**config.mk**
```make
export PLATFORM = sky130hd
export DESIGN_NAME = vgfc_top
export DESIGN_NICKNAME = d
export VERILOG_FILES = /design/src/design/vgfc_pkg.sv /design/src/design/vgfc_gain_clip.sv /design/src/design/vgfc_top.sv
export VERILOG_INCLUDE_DIRS = /design/src /design/src/design
export SDC_FILE = /design/constraint.sdc
export NUM_CORES = 1
export LEC_CHECK = 0
export BUFFER_PORTS_ARGS = -buffer_cell sky130_fd_sc_hd__buf_2
export CELL_PAD_IN_SITES_DETAIL_PLACEMENT = 0
export CELL_PAD_IN_SITES_GLOBAL_PLACEMENT = 1
export CORE_MARGIN = 8
export CORE_UTILIZATION = 50
export DETAILED_ROUTE_END_ITERATION = 16
export GPL_TIMING_DRIVEN = 0
export PLACE_DENSITY_LB_ADDON = 0.1
export SLEW_MARGIN = 20
export SYNTH_ARGS = -nofsm -noshare
export SYNTH_HDL_FRONTEND = slang
export SYNTH_SLANG_ARGS = --single-unit
```
**constraint.sdc**
```tcl
create_clock -name clk -period 29.4 [get_ports clk]
set_input_delay 5.88 -clock clk [delete_from_list [all_inputs] [get_ports clk]]
set_output_delay 5.88 -clock clk [all_outputs]
set_load 0.05 [all_outputs]
```
**src/design/vgfc_cfg.svh**
```systemverilog
// Offsets, field positions, reset values and gain constants of the
// video gain and filter control block.
// Assumes byte addressing on an APB bus with 32-bit data words.
`ifndef VGFC_CFG_SVH
`define VGFC_CFG_SVH

// Register byte offsets
`define VGFC_EVEN_CTRL_OFF  8'h2C
`define VGFC_LUMA_LOW_OFF   8'h30
`define VGFC_U_LOW_OFF      8'h34
`define VGFC_V_LOW_OFF      8'h38
`define VGFC_ODD_CTRL_OFF   8'hAC
`define VGFC_HORIZONTAL_DELAY_OFF     8'hF0
`define VGFC_STATUS_OFF     8'hF4

// Reset values
`define VGFC_CTRL_RST       8'h20
`define VGFC_LUMA_LOW_RST   8'hD8
`define VGFC_U_LOW_RST      8'hFE
`define VGFC_V_LOW_RST      8'hB4
`define VGFC_HORIZONTAL_DELAY_RST     10'h078

// Field control bit positions
`define VGFC_NOTCH_BIT      7
`define VGFC_COMP_BIT       6
`define VGFC_DECIM_BIT      5
`define VGFC_ORDER_BIT      4
`define VGFC_LGAIN_BIT      2
`define VGFC_UGAIN_BIT      1
`define VGFC_VGAIN_BIT      0

// Gain values that give unity
`define VGFC_LUMA_UNITY     9'h0D8
`define VGFC_U_UNITY        9'h0FE
`define VGFC_V_UNITY        9'h0B4

// Offset-binary to two's complement flip for chroma samples
`define VGFC_CHROMA_MID     8'h80

`endif

```
**src/design/vgfc_pkg.sv**
```systemverilog
// Types shared by the video gain and filter control block.
// Assumes vgfc_cfg.svh holds the numeric constants.
`default_nettype none

package vgfc_pkg;

  typedef logic [7:0] vgfc_byte_t;
  typedef logic [8:0] vgfc_gain_t;

  // Register access phase of the APB slave
  typedef enum logic [0:0]
  {
    VGFC_IDLE = 1'b0,
    VGFC_DONE = 1'b1
  } vgfc_apb_t;

endpackage : vgfc_pkg

`default_nettype wire

```
**src/design/vgfc_gain_clip.sv**
```systemverilog
// Multiplies one sample by a 9-bit gain, divides by the unity value
// and clips to the 8-bit output range.
// Assumes the caller registers the result; this module is purely combinational.
`default_nettype none

module vgfc_gain_clip
  import vgfc_pkg::*;
#(
  parameter vgfc_gain_t UNITY      = 9'h0D8,
  parameter bit         SIGNED_OUT = 1'b0
)
(
  input  wire logic signed [9:0] sample,
  input  wire vgfc_gain_t        gain,
  output logic             [7:0] result
);

  logic signed [19:0] product;
  logic signed [19:0] quot;

  // Gain of value/UNITY; division truncates toward zero
  assign product = sample * $signed({1'b0, gain});
  assign quot    = product / $signed({11'h000, UNITY});

  // Saturate instead of wrapping so overdriven pixels stay at the rail
  always_comb
  begin
    if (SIGNED_OUT)
    begin
      if (quot > 20'sh0_007F)
        result = 8'h7F;
      else if (quot < -20'sh0_0080)
        result = 8'h80;
      else
        result = quot[7:0];
    end
    else
    begin
      if (quot > 20'sh0_00FF)
        result = 8'hFF;
      else if (quot < 20'sh0_0000)
        result = 8'h00;
      else
        result = quot[7:0];
    end
  end

endmodule : vgfc_gain_clip

`default_nettype wire

```
**src/design/vgfc_top.sv**
```systemverilog
// Field control, gain registers and the luma/chroma filter and gain path
// of the video decoder, with an APB register slave.
// Assumes digitiser pins arrive asynchronously to clk and are synchronised here.
//
// The implementer's own choice: the APB register port.
`include "vgfc_cfg.svh"
`default_nettype none

// How it works
// - Bit 7 set bypasses the luma notch.
// - Bit 6: composite gates C ADC; Y/C bypasses notch.
// - Bit 5 clear enables luma decimation filter.
// - Bit 4 inverts Cb/Cr order of first pixel.
// - Even/odd control copies, both reset 0x20.
// - Luma gain is bit 2 plus low byte.
// - Luma scaled by gain/216, low byte resets 0xD8.
// - U gain is bit 1 plus low byte.
// - U scaled by gain/254, low byte resets 0xFE.
// - V gain is bit 0 plus low byte.
// - V scaled by gain/180, low byte resets 0xB4.
// - Horizontal delay counts pixels from line reset fall.
module vgfc_top
  import vgfc_pkg::*;
(
  input  wire logic        clk,
  input  wire logic        rst_b,
  input  wire logic        ce,
  input  wire logic        psel,
  input  wire logic        penable,
  input  wire logic        pwrite,
  input  wire logic [7:0]  paddr,
  input  wire logic [31:0] pwdata,
  output logic      [31:0] prdata,
  output logic             pready,
  output logic             pslverr,
  input  wire logic [7:0]  lumaPin,
  input  wire logic [7:0]  chromaPin,
  input  wire logic        sampleValidPin,
  input  wire logic        fieldOddPin,
  input  wire logic        lineResetPin,
  output logic      [7:0]  lumaOut,
  output logic      [7:0]  chromaOut,
  output logic             chromaIsCr,
  output logic             outValid,
  output logic             outActive
);

  vgfc_apb_t         apbState_r;
  vgfc_byte_t        evenCtrl_r;
  vgfc_byte_t        oddCtrl_r;
  vgfc_byte_t        lumaLow_r;
  vgfc_byte_t        uLow_r;
  vgfc_byte_t        vLow_r;
  logic        [9:0] horizontal_delay_r;
  logic       [31:0] rdWord;
  logic        [7:0] ySync1_r, ySync2_r, cSync1_r, cSync2_r;
  logic              vSync1_r, vSync2_r, fSync1_r, fSync2_r;
  logic              hSync1_r, hSync2_r, hSync3_r;
  logic              lineFall;
  logic        [9:0] pixCount_r;
  vgfc_byte_t        ctrlSel;
  logic              notchOn, decimOn, ycMode;
  vgfc_gain_t        lumaGain, uGain, vGain;
  logic        [7:0] yD0_r, yD1_r, yD2_r, cD0_r, cD1_r;
  logic              validB_r, phaseB_r, activeB_r;
  logic       [10:0] bandPass;
  logic        [7:0] lumaN_r, lumaN1_r, lumaN2_r, lumaD_r;
  logic signed [9:0] chromaC_r, chromaD_r;
  logic              validC_r, phaseC_r, activeC_r;
  logic              validD_r, phaseD_r, activeD_r;
  logic        [7:0] lumaScaled, uScaled, vScaled;
  logic       [17:0] lumaProdChk;

  // Averages two unsigned samples; shared by the notch and decimation filters
  function automatic logic [7:0] avg2(input logic [7:0] a, input logic [7:0] b);
    logic [8:0] s;
    s = {1'b0, a} + {1'b0, b};
    return s[8:1];
  endfunction : avg2

  // Address decode for the error answer; the write strobe decodes paddr in its own case
  function automatic logic isMapped(input logic [7:0] addr);
    return (addr == `VGFC_EVEN_CTRL_OFF) || (addr == `VGFC_ODD_CTRL_OFF) ||
           (addr == `VGFC_LUMA_LOW_OFF) || (addr == `VGFC_U_LOW_OFF) ||
           (addr == `VGFC_V_LOW_OFF) || (addr == `VGFC_HORIZONTAL_DELAY_OFF) ||
           (addr == `VGFC_STATUS_OFF);
  endfunction : isMapped

  // Read multiplexer; narrow registers sit in the low bits
  always_comb
  begin
    case (paddr)
      `VGFC_EVEN_CTRL_OFF: rdWord = {24'h00_0000, evenCtrl_r};
      `VGFC_ODD_CTRL_OFF:  rdWord = {24'h00_0000, oddCtrl_r};
      `VGFC_LUMA_LOW_OFF:  rdWord = {24'h00_0000, lumaLow_r};
      `VGFC_U_LOW_OFF:     rdWord = {24'h00_0000, uLow_r};
      `VGFC_V_LOW_OFF:     rdWord = {24'h00_0000, vLow_r};
      `VGFC_HORIZONTAL_DELAY_OFF:    rdWord = {22'h00_0000, horizontal_delay_r};
      `VGFC_STATUS_OFF:    rdWord = {6'h00, pixCount_r, 12'h000, notchOn, ycMode,
                                     activeB_r, fSync2_r};
      default:             rdWord = 32'h0000_0000;
    endcase
  end

  // APB handshake: one wait state, read data loaded on the same edge that pready rises
  always_ff @(posedge clk)
  begin
    if (!rst_b)
    begin
      apbState_r <= VGFC_IDLE;
      pready     <= 1'b0;
      pslverr    <= 1'b0;
      prdata     <= 32'h0000_0000;
    end
    else if (ce)
    begin
      case (apbState_r)
        VGFC_IDLE:
        begin
          if (psel && penable)
          begin
            apbState_r <= VGFC_DONE;
            pready     <= 1'b1;
            pslverr    <= !isMapped(paddr);
            prdata     <= pwrite ? 32'h0000_0000 : rdWord;
          end
        end
        VGFC_DONE:
        begin
          apbState_r <= VGFC_IDLE;
          pready     <= 1'b0;
          pslverr    <= 1'b0;
        end
        default:
        begin
          apbState_r <= VGFC_IDLE;
          pready     <= 1'b0;
        end
      endcase
    end
  end

  // Writes commit on the edge that completes the transfer; bit 3 is kept as written
  always_ff @(posedge clk)
  begin
    if (!rst_b)
    begin
      evenCtrl_r <= `VGFC_CTRL_RST;
      oddCtrl_r  <= `VGFC_CTRL_RST;
      lumaLow_r  <= `VGFC_LUMA_LOW_RST;
      uLow_r     <= `VGFC_U_LOW_RST;
      vLow_r     <= `VGFC_V_LOW_RST;
      horizontal_delay_r   <= `VGFC_HORIZONTAL_DELAY_RST;
    end
    else if (ce && apbState_r == VGFC_DONE && psel && penable && pwrite)
    begin
      case (paddr)
        `VGFC_EVEN_CTRL_OFF: evenCtrl_r <= pwdata[7:0];
        `VGFC_ODD_CTRL_OFF:  oddCtrl_r  <= pwdata[7:0];
        `VGFC_LUMA_LOW_OFF:  lumaLow_r  <= pwdata[7:0];
        `VGFC_U_LOW_OFF:     uLow_r     <= pwdata[7:0];
        `VGFC_V_LOW_OFF:     vLow_r     <= pwdata[7:0];
        `VGFC_HORIZONTAL_DELAY_OFF:    horizontal_delay_r   <= pwdata[9:0];
        default:             horizontal_delay_r   <= horizontal_delay_r;
      endcase
    end
  end

  // Two-flop synchronisers for the digitiser pins
  always_ff @(posedge clk)
  begin
    if (!rst_b)
    begin
      ySync1_r <= 8'h00;
      ySync2_r <= 8'h00;
      cSync1_r <= 8'h00;
      cSync2_r <= 8'h00;
      vSync1_r <= 1'b0;
      vSync2_r <= 1'b0;
      fSync1_r <= 1'b0;
      fSync2_r <= 1'b0;
      hSync1_r <= 1'b0;
      hSync2_r <= 1'b0;
      hSync3_r <= 1'b0;
    end
    else if (ce)
    begin
      ySync1_r <= lumaPin;
      ySync2_r <= ySync1_r;
      cSync1_r <= chromaPin;
      cSync2_r <= cSync1_r;
      vSync1_r <= sampleValidPin;
      vSync2_r <= vSync1_r;
      fSync1_r <= fieldOddPin;
      fSync2_r <= fSync1_r;
      hSync1_r <= lineResetPin;
      hSync2_r <= hSync1_r;
      hSync3_r <= hSync2_r;
    end
  end

  // Active field copy and the gains built from it
  assign ctrlSel  = fSync2_r ? oddCtrl_r : evenCtrl_r;
  assign ycMode   = ctrlSel[`VGFC_COMP_BIT];
  assign notchOn  = !ctrlSel[`VGFC_NOTCH_BIT] && !ycMode;
  assign decimOn  = !ctrlSel[`VGFC_DECIM_BIT];
  assign lumaGain = {ctrlSel[`VGFC_LGAIN_BIT], lumaLow_r};
  assign uGain    = {ctrlSel[`VGFC_UGAIN_BIT], uLow_r};
  assign vGain    = {ctrlSel[`VGFC_VGAIN_BIT], vLow_r};
  assign lineFall = hSync3_r && !hSync2_r;

  // Pixel position from the falling edge of the line reset
  always_ff @(posedge clk)
  begin
    if (!rst_b)
      pixCount_r <= 10'h000;
    else if (ce)
    begin
      if (lineFall)
        pixCount_r <= 10'h000;
      else if (vSync2_r && pixCount_r != 10'h3FF)
        pixCount_r <= pixCount_r + 10'h001;
    end
  end

  // Sample history; the chroma digitiser is ignored in composite mode
  always_ff @(posedge clk)
  begin
    if (!rst_b)
    begin
      yD0_r     <= 8'h00;
      yD1_r     <= 8'h00;
      yD2_r     <= 8'h00;
      cD0_r     <= `VGFC_CHROMA_MID;
      cD1_r     <= `VGFC_CHROMA_MID;
      validB_r  <= 1'b0;
      phaseB_r  <= 1'b0;
      activeB_r <= 1'b0;
    end
    else if (ce)
    begin
      validB_r <= vSync2_r && !lineFall;
      if (vSync2_r && !lineFall)
      begin
        yD0_r     <= ySync2_r;
        yD1_r     <= yD0_r;
        yD2_r     <= yD1_r;
        phaseB_r  <= pixCount_r[0] ^ ctrlSel[`VGFC_ORDER_BIT];
        activeB_r <= pixCount_r >= horizontal_delay_r;
        if (ycMode)
        begin
          cD0_r <= cSync2_r;
          cD1_r <= cD0_r;
        end
      end
    end
  end

  // Composite chroma is the part the notch removes: (2*x1 - x0 - x2)/4
  assign bandPass = {2'b00, yD1_r, 1'b0} - {3'b000, yD0_r} - {3'b000, yD2_r};

  // Notch stage; a zero at a quarter of the sample rate traps the subcarrier
  always_ff @(posedge clk)
  begin
    if (!rst_b)
    begin
      lumaN_r   <= 8'h00;
      chromaC_r <= 10'sh000;
      validC_r  <= 1'b0;
      phaseC_r  <= 1'b0;
      activeC_r <= 1'b0;
    end
    else if (ce)
    begin
      validC_r  <= validB_r;
      phaseC_r  <= phaseB_r;
      activeC_r <= activeB_r;
      lumaN_r   <= notchOn ? avg2(yD0_r, yD2_r) : yD1_r;
      if (ycMode)
        chromaC_r <= {{2{~cD1_r[7]}}, cD1_r ^ `VGFC_CHROMA_MID};
      else
        chromaC_r <= {bandPass[10], bandPass[10:2]};
    end
  end

  // Decimation stage: 1-2-1 low pass on the notched luma
  always_ff @(posedge clk)
  begin
    if (!rst_b)
    begin
      lumaN1_r  <= 8'h00;
      lumaN2_r  <= 8'h00;
      lumaD_r   <= 8'h00;
      chromaD_r <= 10'sh000;
      validD_r  <= 1'b0;
      phaseD_r  <= 1'b0;
      activeD_r <= 1'b0;
    end
    else if (ce)
    begin
      validD_r  <= validC_r;
      phaseD_r  <= phaseC_r;
      activeD_r <= activeC_r;
      chromaD_r <= chromaC_r;
      if (validC_r)
      begin
        lumaN1_r <= lumaN_r;
        lumaN2_r <= lumaN1_r;
      end
      lumaD_r <= decimOn ? avg2(avg2(lumaN_r, lumaN2_r), lumaN1_r) : lumaN_r;
    end
  end

  // Gain and clip for luma, U and V
  vgfc_gain_clip #(.UNITY(`VGFC_LUMA_UNITY), .SIGNED_OUT(1'b0)) lumaGainClip
  (
    .sample (signed'({2'b00, lumaD_r})),
    .gain   (lumaGain),
    .result (lumaScaled)
  );

  vgfc_gain_clip #(.UNITY(`VGFC_U_UNITY), .SIGNED_OUT(1'b1)) uGainClip
  (
    .sample (chromaD_r),
    .gain   (uGain),
    .result (uScaled)
  );

  vgfc_gain_clip #(.UNITY(`VGFC_V_UNITY), .SIGNED_OUT(1'b1)) vGainClip
  (
    .sample (chromaD_r),
    .gain   (vGain),
    .result (vScaled)
  );

  // Output registers; Cb pixels take the U gain, Cr pixels the V gain
  always_ff @(posedge clk)
  begin
    if (!rst_b)
    begin
      lumaOut    <= 8'h00;
      chromaOut  <= 8'h00;
      chromaIsCr <= 1'b0;
      outValid   <= 1'b0;
      outActive  <= 1'b0;
    end
    else if (ce)
    begin
      lumaOut    <= lumaScaled;
      chromaOut  <= phaseD_r ? vScaled : uScaled;
      chromaIsCr <= phaseD_r;
      outValid   <= validD_r;
      outActive  <= activeD_r && validD_r;
    end
  end

  // Helper for the clipping check
  assign lumaProdChk = 18'(lumaD_r) * 18'(lumaGain); // Widened first so the product keeps every bit
endmodule : vgfc_top

`default_nettype wire
```
; Word level (Yosys, flattened, before mapping)
; Index checks and enable logic that the tools add are counted.
[classes]
div_mod_pow = 3
bitwise = 3
addsub = 6
n_eq_ne = 9
muxes = 21
magnitude_cmp = 7
multipliers = 3
reduce_logical = 34
shifts = 0
[ops]
columns = cell, count
row1 = 26-bit one-hot mux with 7 select lines, 1
row2 = 8-bit two-way mux, 10
row3 = "20-bit by 9-bit divider with 20-bit output, second input constant", 3
row4 = "20-bit by 8-bit > comparator with 1-bit output, second input constant", 2
row5 = "20-bit by 8-bit less-than comparator with 1-bit output, second input constant", 2
row6 = 10-bit by 10-bit multiplier with 20-bit output, 2
row7 = "8-bit by 6-bit == test with 1-bit output, second input constant", 4
row8 = 32-bit two-way mux, 1
row9 = 10-bit two-way mux, 3
row10 = 8-bit by 8-bit adder with 9-bit output, 3
row11 = "8-bit == test, second input constant", 3
row12 = "20-bit by 9-bit > comparator with 1-bit output, second input constant", 1
row13 = "20-bit by 1-bit less-than comparator with 1-bit output, second input constant", 1
row14 = 2-bit AND reduction, 10
row15 = 8-bit by 9-bit multiplier with 17-bit output, 1
row16 = 10-bit by 9-bit subtractor with 11-bit output, 1
row17 = "10-bit by 1-bit adder with 10-bit output, second input constant", 1
row18 = 10-bit >= comparator, 1
row19 = 1-bit logical AND, 10
row20 = "10-bit != test, second input constant", 1
row21 = 9-bit by 8-bit subtractor with 10-bit output, 1
row22 = 1-bit logical OR, 6
row23 = 1-bit one-hot mux with 2 select lines, 3
row24 = 3-bit AND reduction, 2
row25 = 6 further kinds, 13
[totals]
memories = 0
in_bits = 65
romBits = 0
latch_bits = 0
ff_bits = 254
ramBits = 0

; Logic depth before layout (Yosys ltp)
; Gate-level depths: netlist of the first run.
[depth]
depth_word = 10
mapped_depth = 66

; Modules after synthesis
; A second synthesis of the first run with hierarchy kept.
[unflattened]
hier_cells = 4587
area_unflattened_um2 = 36007.0
[by_module_without_submodules]
columns = module, area_per_inst_um2, cells_per_inst, instances
row1 = vgfc_top, 11139.4, 1323, 1
row2 = vgfc_gain_clip at vGainClip, 9298.9, 1232, 1
row3 = vgfc_gain_clip at uGainClip, 7961.4, 1054, 1
row4 = vgfc_gain_clip at lumaGainClip, 7607.3, 978, 1

; Least setup slack after synthesis of the first run
; OpenSTA, ideal clock, no wires.
[synth_timing]
kind = register to register
startpoint = register fSync2_r
endpoint = register chromaOut[3]
setup_slack_ns = 14.608
t_required_ns = 29.325
path_stages_with_launch = 56
arrival_ns = 14.717
synth_period_minus_slack_ns = 14.792
path_buffers = 3
setup_ns = 0.075
cell_sequence = dfxtp_1 clkbuf_1 mux2i_1 nor2b_1 ha_1 fa_1 fa_1 fa_1 inv_1 fa_1 inv_1 ha_1 a21oi_1 o2111ai_1 a32oi_2 a21boi_1 xnor2_1 nand4_1 [20 not listed] a41oi_1 o311ai_1 a21oi_1 a41oi_1 nand2_1 mux2_2 o22ai_1 inv_1 ha_1 a31oi_1 or2_2 or3_1 or4_1 nand3_2 nand4_1 a41oi_1 o21ai_0 a31oi_1
[synth_between]
elab_chain_len = 7
elab_cells_between_ends = 14
classes_between = mul (2) / div (2) / order compare (4) / mux (6)
[synth_rtl]
columns = element, line
row1 = from (decl), vgfc_top.sv:57  ; logic vSync1_r, vSync2_r, fSync1_r, fSync2_r;
row2 = from (signal assigned), vgfc_top.sv:195  ; fSync2_r <= fSync1_r;
row3 = 8-bit two-way mux (*), vgfc_top.sv:203  ; assign ctrlSel = fSync2_r ? oddCtrl_r : evenCtrl_r;
row4 = 10-bit by 10-bit multiplier with 20-bit output, vgfc_gain_clip.sv:22  ; assign product = sample * $signed({1'b0, gain});
row5 = 20-bit by 9-bit divider with 20-bit output, vgfc_gain_clip.sv:23  ; assign quot = product / $signed({11'h000, UNITY});
row6 = 20-bit by 8-bit less-than comparator with 1-bit output, vgfc_gain_clip.sv:32  ; else if (quot < -20'sh0_0080)
row7 = 8-bit two-way mux, vgfc_gain_clip.sv:32
row8 = 8-bit two-way mux, vgfc_gain_clip.sv:30  ; if (quot > 20'sh0_007F)
row9 = 8-bit two-way mux (*), vgfc_top.sv:350  ; chromaOut <= phaseD_r ? vScaled : uScaled;
row10 = to (signal assigned), vgfc_top.sv:350
row11 = to (decl), vgfc_top.sv:42  ; output logic [7:0] chromaOut,
; Every way passes the cells marked *; elsewhere a longest branch is shown, timed or not.
; A chain may end at the register's enable or synchronous reset.

; Worst setup path in the final report of the first run
[layout_timing]
startpoint = register fSync2_r
endpoint = register chromaOut[5]
; Same word-level chain as after synthesis.

==> metrics.yaml, run 1 <==
status: "finished clean"
cts_resized: 0
core_area_mm2: 0.0600
min_to: "lumaN2_r[0]$_SDFFE_PN0P_"
crit_slowest_cell: "mux2i_1"
r2r-start: "fSync2_r$_SDFFE_PN0P_"
dp.cells: 4743
synthArstFlopShare: 0
grt_first_pass_wirelength_um: 137000
min_path_cells: 2
viasPerCell: 5.76
syn_area_per_cell_um2: 7.79
timing.fmax_mhz: 54.3
cts-root-buf: "clkbuf_16"
grt_use_met3: 0.0175
crit_fanout: 10
cts_tree: "built"
rsz0062_at_grt: "false"
h-tree-depth: 1
use_met1: 0.316
syn_area_mm2: 0.0301
ys_ff_latch: 240
ant_nets: 0
synth-main-ff-cell: "dfxtp_1"
synth_top_area_frac: 0.159
path_common_cell: "fa_1"
place_ws_ns: 11.29
ios: 118
yosys_warnings: 0
clk_latency_ns: 0.56
synth.area.top_cells: "dfxtp_1, fa_1, ha_1, nand2_1, a21oi_1"
synth_edf_count: 0
cpPeakStageDelay_ns: 0.82
endpoint_kind: "flop"
cp-start-kind: "flop"
r2r_slack_ns: 10.99
crit_start: "fSync2_r$_SDFFE_PN0P_"
tns_ns: 0
nets: 4426
crit_arrival_ns: 18.87
die_h_um: 261
post_cts_buffers: 0
numCtsBuffers: 24
drive_gt1_frac: 0.0794
ys_seq_area_frac: 0.159
final_util: 0.541
hold_path_startpoint: "lumaN2_r[0]$_SDFFE_PN0P_"
hp-class: "reg2reg"
wire_per_inst_um: 17.4
drv_slew: 0
fp-row-count: 90
wl_um: 83400
top_usage_layer: "met2"
drc: 0
gr-usage-met2: 0.419
cp_data_required_time_ns: 29.86
first_iter_violations: 1781
period_share: 0.626
start_util: 0.502
hold_buffers: 0
syn_to_final_growth_pct: 7.79
synth_top_area_cell: "dfxtp_1"
antenna_found_initial: 1
r2r_cells: 56
ys_types: 139
die_w_um: 261
cts.sinks: 240
r2r_end: "chromaOut[5]$_SDFFE_PN0P_"
grt_use_total: 0.239
finClkSkew_ns: 0.0271
port_buffers: 79
overflow: 0
hold_violations: 0
grt_max_degree: 16
synth_cells: 3868
first_global_vias: 26331
max_cap_viol_count: 0
timing.slew.headroom: 0.330
dr_total_vias: 27593
tightest_slew_ns: 0.992
final_cell_count_no_fill: 4789
die_area_mm2: 0.0684
setup_viol: 0
clk_path_buf_depth: 3
post-route-worst-setup-slack_ns: 10.99
final.min_clock_period_ns: 18.41
hpwl_um: 67200
clk_pin_slew_ns: 0.06
dr.pass1.iters: 5
crit_type: "reg2reg"
gp_congestion: 0.905
area by class of cell:
type                    count  area [µm²]
plain buffers             175         811
clock buffers              29         649
repair buffers             82         413
clock inverters            15         239
diodes                      2        5.00
flip-flops and latches    240        4800
fillers                  5939       27500
inverters                 348        1310
well taps                 782         978
multi-input cells        3116       23300
layer usage:
| layer | routed length, µm | up-vias |
|---|---|---|
| li1 | - | 13817 |
| met1 | 38600 | 13143 |
| met2 | 39900 | 533 |
| met3 | 2840 | 98 |
| met4 | 1980 | 2 |
| met5 | 17 | - |
worst max-delay path by stage:
stage                                endpoint  cells after the start
floorplan           chromaOut[3]$_SDFFE_PN0P_                     55
global placement    chromaOut[5]$_SDFFE_PN0P_                     53
detailed placement  chromaOut[5]$_SDFFE_PN0P_                     54
CTS                 chromaOut[5]$_SDFFE_PN0P_                     54
global route        chromaOut[3]$_SDFFE_PN0P_                     55
finish              chromaOut[5]$_SDFFE_PN0P_                     56
cell usage in the layout, fill, tap and decap left out, drive strengths merged, types with 32 or more instances in the layout:
cell type / n
a211oi: 57
a21o: 48
a21oi: 274
a31oi: 41
and2: 144
buf: 131
clkbuf: 153
dfxtp: 240
fa: 198
ha: 176
inv: 347
mux2i: 132
nand2: 500
nand3: 90
nand4: 32
nor2: 317
nor2b: 40
nor3: 84
nor4: 33
o211ai: 59
o21ai: 133
or2: 35
xnor2: 134
xor2: 54
critical path: cells and delay by family, from the launching register on:
family,cells,cell delay [ns]
AOI/OAI and AO/OA,19,6.26
and+or+nand+nor,19,5.75
adders and majority gates,7,2.96
buffers and inverters,6,1.14
muxes,2,1.08
xor gates and xnor gates,3,0.75
DFF,1,0.31
state kept, by name (all words and copies together) (netlist names), 9 cells and up:
signal / count
horizontal_delay_r: 10
chromaC_r: 9
prdata: 20
pixCount_r: 10
chromaD_r: 9
cell families (layout without fill, tap and decap cells):
group | count (synthesis) | count (layout) | synth area share
AND/OR/NAND/NOR | 1420 | 1420 | 0.229
AO/OA/AOI/OAI | 969 | 969 | 0.227
buffers and inverters | 523 | 649 | 0.0703
adder cells (fa/ha/maj) | 380 | 380 | 0.207
flip-flops | 240 | 240 | 0.159
XOR/XNOR | 189 | 189 | 0.0570
multiplexers | 146 | 146 | 0.0497
other | 1 | 14 | 0.000124
cells in the mapped netlist (all sizes together) (48+ instances only):
master  number
nand2      500
inv        346
nor2       317
a21oi      274
dfxtp      240
fa         198
ha         176
and2       144
xnor2      134
o21ai      133
mux2i      132
clkbuf     124
nand3       90
nor3        84
o211ai      59
a211oi      57
xor2        54
buf         49
a21o        48
stage by stage:
stage	hold WS (ns)	area, µm²
2_1_floorplan	0.431	30200
3_3_place_gp	0.439	31500
3_5_place_dp	0.442	31600
4_1_cts	0.450	32500
5_1_grt	0.473	32500
6_report	0.449	32500
Power of run 1 is left out: the tool's default activity adds up to more than one toggle a clock period on the data nets, which glitch-free logic cannot reach.
==> inputs of run 2 (changes only) <==
CORE_UTILIZATION = 44   (was 50)
clock period = 15.8 ns   (was 29.4 ns; I/O delays follow)
==> metrics.yaml, run 2 (synthesis results as in run 1) <==
n_antenna_cell: 0
period_share: 0.975
max_cap_viol_count: 0
first_iter_violations: 1598
cts.sinks: 240
tightest_slew_ns: 1.09
antenna_found_initial: 0
final.min_clock_period_ns: 15.40
hold_path_startpoint: "ySync2_r[1]$_SDFFE_PN0P_"
path_common_cell: "buf_4"
clk_path_buf_depth: 3
clk_latency_ns: 0.56
numCtsBuffers: 25
crit_arrival_ns: 15.86
drc: 0
wire_per_inst_um: 18.1
timing.fmax_mhz: 64.9
gp_congestion: 0.855
crit_fanout: 10
drv_slew: 0
r2r_cells: 63
clk_pin_slew_ns: 0.06
fp-row-count: 96
hpwl_um: 71000
status: "finished clean"
reg.largest.list: "prdata: 20 flops, horizontal_delay_r: 10 flops, pixCount_r: 10 flops"
timing.slew.headroom: 0.268
dr.pass1.iters: 5
die_area_mm2: 0.0771
drive_gt1_frac: 0.171
h-tree-depth: 1
endpoint_kind: "flop"
port_buffers: 79
crit_type: "reg2reg"
hold_buffers: 0
viasPerCell: 5.65
crit_slowest_cell: "or4b_4"
r2r_slack_ns: 0.40
min_path_cells: 2
post-route-worst-setup-slack_ns: 0.397
grt_first_pass_wirelength_um: 144000
hold_violations: 0
dr_total_vias: 28259
die_h_um: 278
tns_ns: 0
layout_common_cells: "nand2_1, inv_1, nor2_1, a21oi_1, dfxtp_1"
cp-start-kind: "flop"
cts_tree: "built"
min_to: "yD0_r[1]$_SDFFE_PN0P_"
r2r_end: "chromaOut[4]$_SDFFE_PN0P_"
core_area_mm2: 0.0682
syn_to_final_growth_pct: 17.7
setup_viol: 0
first_global_vias: 26897
hp-class: "reg2reg"
cpPeakStageDelay_ns: 0.54
grt_max_degree: 15
cts-root-buf: "clkbuf_16"
die_w_um: 278
fill_cells: 6783
layout_commonest_cell: "nand2_1"
cp_data_required_time_ns: 16.26
ios: 118
place_ws_ns: -2.47
r2r-start: "chromaD_r[6]$_SDFFE_PN0P_"
finClkSkew_ns: 0.0221
overflow: 0
crit_start: "chromaD_r[6]$_SDFFE_PN0P_"
largest-register: "prdata"
nets: 4537
largest_reg_flops: 20
start_util: 0.442
grt_use_total: 0.221
ant_nets: 0
wl_um: 90400
-- run 2: changes by cell type in the layout (fill, tap and decap cells not counted), moves of 14 or more --
cell and delta:
buf_4 +133, clkbuf_1 -31, a21oi_1 -19, nor3_1 -17
a211oi_1 -16, a21oi_2 +16, o21ai_0 -14
-- run 2: critical path: cells and delay by family (launching register included) --
| kind | cells | cell delay, ns |
|---|---|---|
| AOI/OAI and AO/OA | 24 | 5.17 |
| and+or+nand+nor | 13 | 3.60 |
| muxes | 3 | 0.82 |
| DFF | 1 | 0.46 |
| buffers and inverters | 14 | 1.83 |
| xor gates and xnor gates | 2 | 0.43 |
| adders and majority gates | 7 | 2.97 |
-- run 2: stage by stage --
| stage | util | std cells | hold WS, ns | instance area (µm²) |
|---|---|---|---|---|
| after floorplan | - | 3879 | 0.431 | 30200 |
| after global placement | 0.464 | 4840 | 0.440 | 31700 |
| after detailed placement | 0.465 | 4844 | 0.444 | 31700 |
| after CTS | 0.491 | 4922 | 0.451 | 33500 |
| after global routing | 0.520 | 4999 | 0.461 | 35500 |
| final | 0.520 | 4999 | 0.453 | 35500 |
-- run 2: worst max-delay path by stage --
stage	end	slack [ns]	cells past startpoint
3_5_place_dp	chromaOut[3]$_SDFFE_PN0P_	-2.47	54
5_1_grt	chromaOut[3]$_SDFFE_PN0P_	-0.11	58
6_report	chromaOut[4]$_SDFFE_PN0P_	0.40	63
2_1_floorplan	chromaOut[3]$_SDFFE_PN0P_	1.01	55
3_3_place_gp	chromaOut[3]$_SDFFE_PN0P_	-2.55	54
4_1_cts	chromaOut[3]$_SDFFE_PN0P_	0.006	60
-- run 2: layer usage --
layer	vias up	share of wire	track usage
met2	436	0.49	0.394
met3	99	0.022	0.0118
met4	0	0.018	0.0408
met1	13660	0.47	0.295
met5	-	0	0
li1	14064	-	-
-- run 2: layout make-up --
cell class              count  area [µm²]  area share
flip-flops and latches    240        4830       0.136
clock inverters            10         129     0.00363
repair buffers            214        1440      0.0405
clock buffers              36         707      0.0199
multi-input cells        3117       25200       0.710
plain buffers             152         781      0.0220
inverters                 348        1310      0.0368
well taps                 882        1100      0.0311
-- run 2: timing repair --
item,4_1_cts,5_1_grt
gates cloned,0,1
endpoints found under the setup margin,8,8
pin swaps,28,92
gates resized for setup,142,275
setup buffers,41,90
Power of run 2 is left out for the same reason.
==> inputs of run 3 (changes only) <==
clock period = 12.6 ns   (was 15.8 ns; I/O delays follow)
==> metrics.yaml, run 3 (synthesis results as in run 1) <==
viasPerCell: 5.68
timing.slew.headroom: 0.213
max_cap_viol_count: 0
wire_per_inst_um: 18.5
layout_commonest_cell: "nand2_1"
final_util: 0.566
status: "complete, but fails checks"
syn_to_final_growth_pct: 28.0
first_iter_violations: 1830
largest-register: "prdata"
die_w_um: 278
timing.fmax_mhz: 67.6
crit_type: "reg2reg"
dp.cells: 4842
clk_path_buf_depth: 3
layout_common_cells: "nand2_1, inv_1, nor2_1, buf_4, a21oi_1"
grt_max_degree: 15
drv_slew: 0
overflow: 0
grt_first_pass_wirelength_um: 153000
rsz0062_at_grt: "true"
cts_tree: "built"
hold_buffers: 0
core_area_mm2: 0.0682
clk_pin_slew_ns: 0.06
tightest_slew_ns: 1.17
antenna_found_initial: 0
fp-row-count: 96
crit_arrival_ns: 15.25
crit_path_end: "chromaOut[3]$_SDFFE_PN0P_"
final.min_clock_period_ns: 14.79
path_common_cell: "fa_1"
period_share: 1.17
die_h_um: 278
h-tree-depth: 1
reg.largest.list: "prdata: 20 flops, horizontal_delay_r: 10 flops, pixCount_r: 10 flops"
first_global_vias: 28750
drive_gt1_frac: 0.250
hpwl_um: 71300
dpl_cell_area_mm2: 0.0324
post-route-worst-setup-slack_ns: -2.19
r2r_cells: 57
wl_um: 95200
r2r-start: "chromaD_r[8]$_SDFFE_PN0P_"
crit_slowest_cell: "or4b_4"
hp-class: "reg2reg"
start_util: 0.442
crit_fanout: 8
final_cell_count_no_fill: 5143
drc: 0
grt_use_total: 0.234
n_antenna_cell: 0
r2r_end: "chromaOut[3]$_SDFFE_PN0P_"
setup_viol: 8
gp_congestion: 0.846
nets: 4684
dr_total_vias: 29209
cpPeakStageDelay_ns: 0.58
ios: 118
port_buffers: 79
ant_nets: 0
endpoint_kind: "flop"
crit_start: "chromaD_r[8]$_SDFFE_PN0P_"
hold_violations: 0
cts.sinks: 240
cp-start-kind: "flop"
r2r_slack_ns: -2.19
finClkSkew_ns: 0.0141
clk_latency_ns: 0.55
cp_data_required_time_ns: 13.06
violations: "setup timing"
numCtsBuffers: 25
cts-root-buf: "clkbuf_16"
die_area_mm2: 0.0771
finalInstanceArea_mm2: 0.0386
largest_reg_flops: 20
dr.pass1.iters: 5
place_ws_ns: -4.12
## run 3: repair_timing
item | 4_1_cts | 5_1_grt
endpoints found under the setup margin | 10 | 10
cloned | 2 | 0
gates resized for setup | 419 | 231
buffers inserted | 200 | 88
pin swaps | 159 | 125
## run 3: final cells by class
type | count | area [µm²]
Fill cell | 6404 | 29600
Timing Repair Buffer | 370 | 2730
Buffer | 144 | 983
Tap cell | 882 | 1100
Multi-Input combinational cell | 3116 | 26800
Clock buffer | 34 | 709
Sequential cell | 240 | 4840
Inverter | 348 | 1310
Clock inverter | 9 | 103
## run 3: metrics by stage
step / hold WS, ns / setup TNS [ns]
finish: 0.454 / -16.32
global route: 0.470 / -20.48
CTS: 0.454 / -13.98
detailed placement: 0.446 / -33.89
global placement: 0.441 / -34.54
floorplan: 0.431 / -9.92
## run 3: worst max-delay path, delay by kind of cell, from the launching register on
family	cells	cell delay [ns]
AOI/OAI and AO/OA	24	6.15
adders and majority gates	6	2.88
buffers and inverters	13	1.56
DFF	1	0.32
muxes	2	0.50
and+or+nand+nor	12	3.24
## run 3: worst min path at each step
stage                        startpoint  slack, ns  cells past startpoint                       end
6_report         prdata[9]$_SDFFE_PN0P_       0.45                      2    prdata[9]$_SDFFE_PN0P_
4_1_cts           cD0_r[6]$_SDFFE_PN0P_       0.45                      2     cD1_r[6]$_SDFFE_PN0P_
3_3_place_gp   lumaN2_r[0]$_SDFFE_PN0P_       0.44                      2  lumaN2_r[0]$_SDFFE_PN0P_
5_1_grt           cD0_r[6]$_SDFFE_PN0P_       0.47                      2     cD1_r[6]$_SDFFE_PN0P_
2_1_floorplan  cSync2_r[0]$_SDFFE_PN0P_       0.43                      2     cD0_r[0]$_SDFFE_PN0P_
3_5_place_dp     prdata[9]$_SDFFE_PN0P_       0.45                      2    prdata[9]$_SDFFE_PN0P_
## run 3: routing by layer
metal  vias up  global-route usage  part of all wire
li1      14334                   -                 -
met1     14169               0.305              0.46
met2       584               0.424              0.50
met3       122              0.0154             0.027
met4         0              0.0477             0.019
met5         -                   0                 0
Power of run 3 is left out for the same reason.
